==> src/rtl/sleep_pkg.sv <==
// constants and types shared by the cyclic sleep controller
package sleep_pkg;
    localparam int unsigned CLK_HZ             = 50000000;
    localparam int unsigned TICK_MS            = 10;
    localparam int unsigned TICK_CYCLES        = CLK_HZ / 1000 * TICK_MS;
    localparam int unsigned POLL_MS            = 100;
    localparam int unsigned POLL_TICKS         = POLL_MS / TICK_MS;
    localparam logic [2:0]  MODE_CYCLIC        = 3'h4;
    localparam logic [2:0]  MODE_CYCLIC_PIN    = 3'h5;
    localparam logic [11:0] PERIOD_MIN         = 12'h020;
    localparam logic [11:0] PERIOD_MAX         = 12'hAF0;
    localparam logic [11:0] PERIOD_RST         = 12'h020;
    localparam logic [15:0] MULT_MIN           = 16'h0001;
    localparam logic [15:0] MULT_RST           = 16'h0001;
    localparam logic [15:0] HOLD_RST           = 16'h01F4;
    localparam logic [7:0]  OPT_RST            = 8'h00;
    localparam logic [2:0]  MODE_RST           = 3'h0;
    localparam int unsigned OPT_FULL_HOLD_BIT  = 1;
    localparam int unsigned OPT_EXTENDED_BIT   = 2;
    localparam logic [2:0]  ADDR_MODE          = 3'h0;
    localparam logic [2:0]  ADDR_PERIOD        = 3'h1;
    localparam logic [2:0]  ADDR_MULT          = 3'h2;
    localparam logic [2:0]  ADDR_HOLD          = 3'h3;
    localparam logic [2:0]  ADDR_OPTIONS       = 3'h4;
    localparam logic [2:0]  ADDR_FLOW          = 3'h5;
    localparam logic [2:0]  ADDR_STATUS        = 3'h6;
    localparam logic [2:0]  ADDR_COMMAND       = 3'h7;
    localparam int unsigned CMD_SLEEP_NOW_BIT  = 0;
    typedef enum logic [1:0] {
        ST_IDLE,
        ST_ASLEEP,
        ST_POLL,
        ST_AWAKE
    } state_type;
endpackage : sleep_pkg

==> src/rtl/tick_gen.sv <==
// free-running 10 ms tick from the system clock
`timescale 1ns/1ps
module tick_gen #(
    parameter int unsigned CYCLES = sleep_pkg::TICK_CYCLES
) (
    input  wire logic CLK,
    input  wire logic RST,
    output logic      tick
);
    if (CYCLES < 2) begin : g_bad_cycles
        $error("tick_gen: CYCLES must be at least 2");
    end
    logic [$clog2(CYCLES)-1:0] cnt_q;
    logic                      wrap;
    assign wrap = (cnt_q == ($clog2(CYCLES))'(CYCLES - 1));
    always_ff @(posedge CLK) begin
        if (RST) begin
            cnt_q <= '0;
            tick  <= 1'b0;
        end else begin
            cnt_q <= wrap ? '0 : cnt_q + 1'b1;
            tick  <= wrap;
        end
    end
endmodule : tick_gen

==> src/rtl/down_timer.sv <==
// loadable down counter in tick units, flags expiry for one cycle
`timescale 1ns/1ps
module down_timer #(
    parameter int unsigned WIDTH = 28
) (
    input  wire logic             CLK,
    input  wire logic             RST,
    input  wire logic             load,
    input  wire logic [WIDTH-1:0] value,
    input  wire logic             stop,
    input  wire logic             tick,
    output logic                  running,
    output logic                  expired
);
    logic [WIDTH-1:0] cnt_q;
    always_ff @(posedge CLK) begin
        if (RST || stop) begin
            cnt_q   <= '0;
            running <= 1'b0;
            expired <= 1'b0;
        end else if (load) begin
            cnt_q   <= value;
            running <= (value != '0);
            expired <= (value == '0);
        end else if (running && tick) begin
            cnt_q   <= cnt_q - 1'b1;
            running <= (cnt_q != {{(WIDTH-1){1'b0}}, 1'b1});
            expired <= (cnt_q == {{(WIDTH-1){1'b0}}, 1'b1});
        end else begin
            expired <= 1'b0;
        end
    end
endmodule : down_timer

==> src/rtl/cyclic_sleep_controller.sv <==
// cyclic sleep / wake sequencer for a battery end node
//
// The address map and strobed register access were left to the implementer.
`timescale 1ns/1ps
module cyclic_sleep_controller
    import sleep_pkg::*;
#(
    parameter int unsigned TICK_CYCLES_P = sleep_pkg::TICK_CYCLES
) (
    input  wire logic        CLK,
    input  wire logic        RST,
    input  wire logic [2:0]  ADDR,
    input  wire logic [15:0] WDATA,
    input  wire logic        WR,
    input  wire logic        RD,
    output logic      [15:0] RDATA,
    input  wire logic        SLEEP_REQUEST_PIN,
    input  wire logic        SERIAL_DATA,
    input  wire logic        RADIO_DATA,
    input  wire logic        POLL_ACK,
    input  wire logic        POLL_PENDING,
    output logic             POLL_REQ,
    output logic             AWAKE,
    output logic             CTS_N,
    output logic             ASLEEP
);
    import sleep_pkg::*;

    if (TICK_CYCLES_P < 2) begin : g_bad_tick
        $error("TICK_CYCLES_P must be at least 2");
    end

    // configuration registers
    logic [2:0]  sleep_mode_select_q;
    logic [11:0] sleep_period_q;
    logic [15:0] sleep_period_multiplier_q;
    logic [15:0] wake_hold_time_q;
    logic [7:0]  options_q;
    logic        flow_control_config_q;

    state_type   state_q;
    state_type   state_d;
    logic        pin_q;
    logic [15:0] cycle_cnt_q;
    logic [3:0]  poll_cnt_q;
    logic        ind_q;
    logic        poll_q;

    // decode
    logic wr_mode;
    logic wr_period;
    logic wr_mult;
    logic wr_hold;
    logic wr_opt;
    logic wr_flow;
    logic wr_cmd;
    logic sleep_now;
    logic cyclic;
    logic pin_wake;
    logic extended;
    logic full_hold;
    logic awake;
    logic data_in;
    logic tick;
    logic sleep_exp;
    logic hold_exp;
    logic hold_run;
    logic enter_sleep;
    logic go_wake;
    logic count_done;
    logic raise_ind;
    logic poll_due;
    logic [27:0] sleep_len;
    logic [27:0] hold_len;

    assign wr_mode   = WR && (ADDR == ADDR_MODE);
    assign wr_period = WR && (ADDR == ADDR_PERIOD);
    assign wr_mult   = WR && (ADDR == ADDR_MULT);
    assign wr_hold   = WR && (ADDR == ADDR_HOLD);
    assign wr_opt    = WR && (ADDR == ADDR_OPTIONS);
    assign wr_flow   = WR && (ADDR == ADDR_FLOW);
    assign wr_cmd    = WR && (ADDR == ADDR_COMMAND);
    assign sleep_now = wr_cmd && WDATA[CMD_SLEEP_NOW_BIT];

    assign cyclic    = (sleep_mode_select_q == MODE_CYCLIC)
                    || (sleep_mode_select_q == MODE_CYCLIC_PIN);
    // pin only counts as a wake source in mode 5
    assign pin_wake  = (sleep_mode_select_q == MODE_CYCLIC_PIN)
                    && pin_q && !SLEEP_REQUEST_PIN;
    assign extended  = options_q[OPT_EXTENDED_BIT];
    assign full_hold = options_q[OPT_FULL_HOLD_BIT];
    assign awake     = (state_q == ST_POLL) || (state_q == ST_AWAKE);
    // data while asleep never reaches the timers
    assign data_in   = awake && (SERIAL_DATA || RADIO_DATA);

    // extended: period times multiplier; both widened first so the product keeps its top bits
    assign sleep_len = extended
                     ? 28'(sleep_period_q) * 28'(sleep_period_multiplier_q)
                     : {16'h0000, sleep_period_q};
    assign hold_len  = {12'h000, wake_hold_time_q};

    assign go_wake     = (state_q == ST_ASLEEP) && (sleep_exp || pin_wake);
    assign count_done  = (cycle_cnt_q + 16'h0001) >= sleep_period_multiplier_q;
    // indicator on each wake at multiplier 1 or when extended, else on radio data or after N cycles
    assign raise_ind   = (go_wake && (sleep_period_multiplier_q == MULT_MIN
                                      || count_done || extended))
                      || (awake && RADIO_DATA);
    assign poll_due    = (state_q == ST_AWAKE) && tick
                      && (poll_cnt_q == 4'(POLL_TICKS - 1));

    always_comb begin
        state_d     = state_q;
        enter_sleep = 1'b0;
        case (state_q)
            ST_IDLE: begin
                if (cyclic) begin
                    state_d     = ST_ASLEEP;
                    enter_sleep = 1'b1;
                end
            end
            ST_ASLEEP: begin
                if (!cyclic) state_d = ST_IDLE;
                else if (go_wake) state_d = ST_POLL;
            end
            ST_POLL: begin
                // full-hold option keeps the node up even without data
                if (POLL_ACK && (POLL_PENDING || data_in || hold_run || full_hold)) begin
                    state_d = ST_AWAKE;
                end else if (POLL_ACK) begin
                    state_d     = ST_ASLEEP;
                    enter_sleep = 1'b1;
                end
            end
            ST_AWAKE: begin
                if (hold_exp) begin
                    state_d     = ST_ASLEEP;
                    enter_sleep = 1'b1;
                end
            end
            default: state_d = ST_IDLE;
        endcase
        if (sleep_now && awake) begin
            state_d     = ST_ASLEEP;
            enter_sleep = 1'b1;
        end
        if (!cyclic && state_q != ST_IDLE) begin
            state_d     = ST_IDLE;
            enter_sleep = 1'b0;
        end
    end

    tick_gen #(
        .CYCLES (TICK_CYCLES_P)
    ) u_tick (
        .CLK  (CLK),
        .RST  (RST),
        .tick (tick)
    );

    down_timer #(
        .WIDTH (28)
    ) u_sleep_timer (
        .CLK     (CLK),
        .RST     (RST),
        .load    (enter_sleep),
        .value   (sleep_len),
        .stop    (!cyclic),
        .tick    (tick),
        .running (),
        .expired (sleep_exp)
    );

    // restarted by every data arrival; pending data or full-hold also starts it
    down_timer #(
        .WIDTH (28)
    ) u_hold_timer (
        .CLK     (CLK),
        .RST     (RST),
        .load    (data_in || (state_q == ST_POLL && POLL_ACK
                              && (POLL_PENDING || full_hold))),
        .value   (hold_len),
        .stop    (enter_sleep || !cyclic),
        .tick    (tick),
        .running (hold_run),
        .expired (hold_exp)
    );

    // config writes: out-of-range period and multiplier values are refused and the old value kept
    always_ff @(posedge CLK) begin
        if (RST) begin
            sleep_mode_select_q       <= MODE_RST;
            sleep_period_q            <= PERIOD_RST;
            sleep_period_multiplier_q <= MULT_RST;
            wake_hold_time_q          <= HOLD_RST;
            options_q                 <= OPT_RST;
            flow_control_config_q     <= 1'b0;
        end else begin
            if (wr_mode) sleep_mode_select_q <= WDATA[2:0];
            if (wr_period && WDATA[11:0] >= PERIOD_MIN && WDATA[11:0] <= PERIOD_MAX
                && WDATA[15:12] == 4'h0) begin
                sleep_period_q <= WDATA[11:0];
            end
            if (wr_mult && WDATA >= MULT_MIN) sleep_period_multiplier_q <= WDATA;
            if (wr_hold) wake_hold_time_q <= WDATA;
            if (wr_opt) options_q <= WDATA[7:0];
            if (wr_flow) flow_control_config_q <= WDATA[0];
        end
    end

    always_ff @(posedge CLK) begin
        if (RST) begin
            state_q <= ST_IDLE;
            pin_q   <= 1'b0;
        end else begin
            state_q <= state_d;
            pin_q   <= SLEEP_REQUEST_PIN;
        end
    end

    // wake-cycle counter for silent polls
    always_ff @(posedge CLK) begin
        if (RST || !cyclic) begin
            cycle_cnt_q <= 16'h0000;
        end else if (raise_ind) begin
            cycle_cnt_q <= 16'h0000;
        end else if (go_wake) begin
            cycle_cnt_q <= cycle_cnt_q + 16'h0001;
        end
    end

    // indicator drops with every return to sleep
    always_ff @(posedge CLK) begin
        if (RST || !cyclic || enter_sleep || state_d == ST_ASLEEP) begin
            ind_q <= 1'b0;
        end else if (raise_ind) begin
            ind_q <= 1'b1;
        end
    end

    always_ff @(posedge CLK) begin
        if (RST || state_q != ST_AWAKE) begin
            poll_cnt_q <= 4'h0;
        end else if (tick) begin
            poll_cnt_q <= poll_due ? 4'h0 : poll_cnt_q + 4'h1;
        end
    end

    // one poll pulse on entry to wake and every 100 ms after
    always_ff @(posedge CLK) begin
        if (RST) begin
            poll_q <= 1'b0;
        end else begin
            poll_q <= go_wake || poll_due;
        end
    end

    logic [15:0] rd_mux;
    assign rd_mux = (ADDR == ADDR_MODE)    ? {13'h0000, sleep_mode_select_q}
                  : (ADDR == ADDR_PERIOD)  ? {4'h0, sleep_period_q}
                  : (ADDR == ADDR_MULT)    ? sleep_period_multiplier_q
                  : (ADDR == ADDR_HOLD)    ? wake_hold_time_q
                  : (ADDR == ADDR_OPTIONS) ? {8'h00, options_q}
                  : (ADDR == ADDR_FLOW)    ? {15'h0000, flow_control_config_q}
                  : (ADDR == ADDR_STATUS)  ? {12'h000, ind_q, hold_run, 
                                             2'(state_q)}
                  : 16'h0000;

    always_ff @(posedge CLK) begin
        if (RST) begin
            RDATA    <= 16'h0000;
            POLL_REQ <= 1'b0;
            AWAKE    <= 1'b0;
            CTS_N    <= 1'b1;
            ASLEEP   <= 1'b0;
        end else begin
            RDATA    <= RD ? rd_mux : 16'h0000;
            POLL_REQ <= poll_q;
            AWAKE    <= ind_q;
            CTS_N    <= !(flow_control_config_q && awake);
            ASLEEP   <= (state_q == ST_ASLEEP);
        end
    end
endmodule : cyclic_sleep_controller

==> config.mk <==
export PLATFORM = sky130hd
export DESIGN_NAME = cyclic_sleep_controller
export DESIGN_NICKNAME = d
export VERILOG_FILES = /design/src/rtl/sleep_pkg.sv /design/src/rtl/tick_gen.sv /design/src/rtl/down_timer.sv /design/src/rtl/cyclic_sleep_controller.sv
export SDC_FILE = /design/constraint.sdc
export NUM_CORES = 1
export LEC_CHECK = 0
export CAP_MARGIN = 30
export CORE_ASPECT_RATIO = 1.2
export CORE_UTILIZATION = 53
export CTS_CLUSTER_DIAMETER = 60
export CTS_CLUSTER_SIZE = 14
export DETAILED_ROUTE_END_ITERATION = 10
export DONT_BUFFER_PORTS = 1
export PLACE_DENSITY = 0.65
export SLEW_MARGIN = 20
export SYNTH_ARGS = -nofsm -noshare
export SYNTH_HDL_FRONTEND = slang
export SYNTH_SLANG_ARGS = --single-unit
==> constraint.sdc <==
create_clock -name CLK -period 8.1 [get_ports CLK]
set_input_delay 1.62 -clock CLK [delete_from_list [all_inputs] [get_ports CLK]]
set_output_delay 1.62 -clock CLK [all_outputs]
set_load 0.01 [all_outputs]
======== After elaboration in Yosys (flattened, before gate mapping) ========
Index checks and enable logic that the tools add are counted.
word-level totals
  register bits ........................... 181
  output and inout port bits .............. 20
  bits of input ports ..................... 28
  word-level logic and storage cells ...... 163
operators by class
  reductions and logical operators ........ 66
  mux-type cells .......................... 37
  equality and inequality tests ........... 21
  magnitude comparators ................... 4
  multipliers ............................. 1
  add/subtract/negate cells ............... 5
  bitwise operators ....................... 1
operators by type and width
  operator                 number
  $mux W28                 3
  $mux W16                 4
  $eq A28 B1 Y1 const B    2
  $logic_not A28 Y1        2
  $ne A28 B1 Y1 const B    2
  $reduce_bool A28 Y1      2
  $sub A28 B1 Y28 const B  2
  $logic_and A1 B1 Y1      28
  $mul A12 B16 Y28         1
  $add A19 B1 Y19 const B  1
  $eq A19 B19 Y1 const B   1
  $logic_or A1 B1 Y1       19
  $eq A3 B3 Y1 const B     6
  $add A16 B1 Y16 const B  1
  $eq A16 B1 Y1 const B    1
  $ge A16 B1 Y1 const B    1
  $ge A16 B16 Y1           1
  $mux W2                  8
  $mux W1                  14
  $ge A12 B6 Y1 const B    1
  $le A12 B12 Y1 const B   1
  $mux W12                 1
  $mux W4                  3
  $mux W8                  1
  other kinds (19)         29

======== Longest topological paths before layout ========
  depth after elaboration ................. 14
  gate-level depth with buffers ........... 23
  depth with buffers taken out ............ 21

======== Modules after synthesis ========
From an unflattened synthesis, not the netlist that was laid out.
second synthesis, totals
  cells, all modules ...................... 1,881
  area total of the unflattened synthesis .. 15,526.1 um^2
by module, submodules not included
  module                   instances  area an instance (um^2)  cells each  seq. area each (um^2)
  cyclic_sleep_controller  1          11,237.0                 1,358       2,021.9
  down_timer               2          1,671.6                  208         600.6
  tick_gen                 1          945.9                    107         400.4

======== Worst setup path before layout ========
Ideal clock, no wire load.
  path kind ............................... register to register
  from .................................... register sleep_period_q[11]
  to ...................................... register u_sleep_timer.running
  data required time ...................... 7.982 ns
  library setup time ...................... 0.118 ns
  data arrival time ....................... 5.878 ns
  path slack .............................. 2.104 ns
  clock period less this slack ............ 5.996 ns
  path buffers ............................ 2
  cell stages (with the launch flop) ...... 22
  path through ............................ dfxtp_1 clkbuf_1 clkinv_1 nor2_1 fa_1 fa_1 fa_1 fa_1 inv_1 fa_1 inv_1 ha_1 buf_2 nand2_1 or3_1 a311oi_2 o31ai_2 a31oi_1 mux2_1 nor3_1 nand4_1 o2111a_1
on the way
  word-level cells in the longest chain between the ends .. 4
ends and longest elaborated chain
  element                   RTL line                        source
  start: declaration        cyclic_sleep_controller.sv:35   logic [11:0] sleep_period_q;
  start signal: assignment  cyclic_sleep_controller.sv:201  sleep_period_q <= WDATA[11:0];
  $mul A12 B16 Y28          cyclic_sleep_controller.sv:98   ? 28'(sleep_period_q) * 28'(sleep_period_multiplier_q)
  $mux W28 (*)              cyclic_sleep_controller.sv:98
  $reduce_bool A28 Y1 (*)   down_timer.sv:23                running <= (value != '0);
  $mux W1 (*)               down_timer.sv:21                end else if (load) begin
  end signal: assignment    down_timer.sv:23
  end signal: assignment    down_timer.sv:27                running <= (cnt_q != {{(WIDTH-1){1'b0}}, 1'b1});
  end: declaration          down_timer.sv:12                output logic running,
Mark *: on every way between the ends. The rest lies on a longest branch, timed or not.
A chain may end at the register's enable or synchronous reset.

======== Worst setup path in the final report ========
Same ends and word-level chain as after synthesis.

==> run metrics <==
Worst setup EP type flop; Final Hold Violating Endpoints 0; Leakage 7.09 nW; fill cell count 2673; worst clock skew 0.0123 ns; r2r worst-path depth 19; H-tree levels 4; VDD IR max 0.124 mV; buffer count from post-CTS setup fixing 0; number of diodes 0; Synth Flop Type dfxtp_1; core area 28200 sq um; clk sink count 181; largest cells by area after synthesis dfxtp_1 24%, fa_1 18%, ha_1 7.4%; critical-path maximum fanout 11; commonest non-fill, non-tap cell in the layout nand2_1; Chip Height 188 microns; total CTS buffers 17; RSZ-0062 raised after global routing false; die area 29600 sq um; P per Cell Area 117 nW/um^2; Tightest Pin Transition 0.908 ns; FP Rows 67; Max-Cap Viols 0; arrival time of the worst setup path 6.89 ns; CP Data Required Time 8.45 ns; commonest cells after routing, fill and taps aside 265 x nand2_1, 223 x inv_1, 185 x nor2_1, 181 x dfxtp_1, 140 x fa_1; reg-to-reg setup timing slack 1.56 ns; drt pass-1 iters 5; share of the synthesized area in the top cell type 23.7%; syn_area_per_cell 8.25 sq um; Final nets 2055; worst hold stages 1; area leader, netlist dfxtp_1; number of setup violations in the final report 0; Total GRT Usage 28.8%; largest net degree at the start of global routing 71; yosys warns 0; overall power 1.90 mW; status finished, final reports clean; vias post-DR 12400; Hold Path Sink CTS_N; WHS 0.454 ns; Post-Synthesis Net Count 2115; vias in the first global route 12600; Top-Level Pins 48; vias per cell 5.67; post-synthesis cell count 1857; residual DRC count 0; Pins Over Slew Limit 0; synthesized flop and latch total 181; Final Cycle Share 80.7%; CTS tree yes; CP Launch Type flop; HP Start flow_control_config_q; worst r2r dst u_sleep_timer.running; Buffers on Ports 0; routability cong. 0.907; total gr overflow 0; # hold bufs at CTS 0; FMAX 153 MHz; worst skew pair latency 0.45 ns; post-cts resize count 0; Crit Path Class flop to flop; Max-slew headroom 39.4%; Post-DP HPWL 30.7 mm; maximum clock path buffer count 2; initial antenna violation count 1; number of synthesized flops with an enable pin 0; ANT nets after route 0; Initial Util 54.4%; Hold Path Class flop to flop; Post-Syn Area 15300 sq um; DIE WIDTH 157 microns; min cycle time layout 6.54 ns; Total Wirelength 40.4 mm; Synth cell types 84; share of layout cells above drive strength 1 4.31%; first-pass GRT wire length 65.7 mm; sequential area share after synthesis 23.7%; Clk pin slew, worst setup/hold paths 0.08 ns; root buffer cell clkbuf_16; Total Neg Setup Slack 0 ns; WL/cell 18.5 microns; R2R Path Start sleep_period_q[11]; async set or reset register ratio after synthesis 0%; initial DRC count 771; Area Growth Syn to Fin 5.54%
-- layer usage --
metal  share of wire (%)  vias up  GRT usage [%]
met5                   0        -              0
met4                 4.0        0           13.0
met3                 5.9       95           4.85
met2                  50      384           49.8
met1                  40     5987           34.7
li1                    -     5939              -
-- final cells by class --
| type | instances | area [sq um] | share of cell area, % |
|---|---|---|---|
| Sequential cell | 181 | 3620 | 22.4 |
| Tap cell | 379 | 474 | 2.93 |
| Inverter | 224 | 841 | 5.20 |
| Timing Repair Buffer | 14 | 124 | 0.766 |
| Clock inverter | 14 | 210 | 1.30 |
| Clock buffer | 17 | 425 | 2.63 |
| Multi-Input combinational cell | 1359 | 10500 | 64.7 |
-- power breakdown --
group,leakage (nW),switching [mW],internal (mW)
clock,0.308,0.409,0.501
combinational,5.32,0.0460,0.0295
sequential,1.46,0.0147,0.897
-- through the flow --
| step | cell area, sq um | cells | setup WS (ns) | util, % |
|---|---|---|---|---|
| 3_3_place_gp | 15500 | 2153 | 1.82 | 55.0 |
| 6_report | 16200 | 2188 | 1.56 | 57.4 |
| 5_1_grt | 16200 | 2188 | 1.14 | 57.4 |
| 4_1_cts | 16100 | 2187 | 1.62 | 57.3 |
| 3_5_place_dp | 15500 | 2156 | 1.65 | 55.1 |
| 2_1_floorplan | 15300 | 1857 | 2.10 | - |
-- cells in the mapped netlist (24+ instances only) --
library cell / n
xnor2_1: 60
nand2b_1: 24
a211oi_1: 41
ha_1: 90
nor3_1: 47
a21oi_1: 76
o21ai_0: 43
inv_1: 223
fa_1: 140
dfxtp_1: 181
xor2_1: 50
nand2_1: 265
and2_1: 48
nor4_1: 27
mux2i_1: 53
nor2_1: 185
nand3_1: 35
clkbuf_1: 71
-- worst max-delay path by stage --
stage / from / to / depth (start not counted)
2_1_floorplan: sleep_period_q[11] / u_sleep_timer.running / 21
3_3_place_gp: sleep_period_multiplier_q[3] / u_sleep_timer.running / 19
3_5_place_dp: sleep_period_q[11] / u_sleep_timer.running / 19
4_1_cts: sleep_period_q[11] / u_sleep_timer.running / 19
5_1_grt: sleep_period_q[11] / u_sleep_timer.running / 19
6_report: sleep_period_q[11] / u_sleep_timer.running / 19
-- kinds of logic after synthesis --
| group | Yosys count | synth area share [%] |
|---|---|---|
| multiplexers | 56 | 3.68 |
| flip-flops | 181 | 23.7 |
| AO/OA/AOI/OAI | 233 | 9.89 |
| XOR/XNOR | 110 | 6.29 |
| AND/OR/NAND/NOR | 730 | 22.8 |
| adder cells (fa/ha/maj) | 230 | 25.7 |
| buffers and inverters | 317 | 8.03 |
-- registers in the layout, summed over array words and instances, names as in the netlist, 2 cells and up --
signal / flops
RDATA: 16
cycle_cnt_q: 16
options_q: 8
poll_cnt_q: 4
sleep_mode_select_q: 3
sleep_period_multiplier_q: 16
sleep_period_q: 12
state_q: 2
u_hold_timer.cnt_q: 28
u_sleep_timer.cnt_q: 28
u_tick.cnt_q: 19
wake_hold_time_q: 16
-- critical path: stages, from the launching register on --
cell and delay, ns:
dfxtp_1 0.58, clkinv_1 0.42, nor2_1 0.27, fa_1 0.45
fa_1 0.52, fa_1 0.52, fa_1 0.55, inv_1 0.05
fa_1 0.52, inv_1 0.04, ha_1 0.41, nand2_1 0.12
or3_1 0.42, a311oi_2 0.36, o31ai_2 0.14, a31oi_1 0.22
mux2_1 0.36, nor3_1 0.19, nand4_1 0.15, o2111a_1 0.16
(Power assumes the default switching activity.)
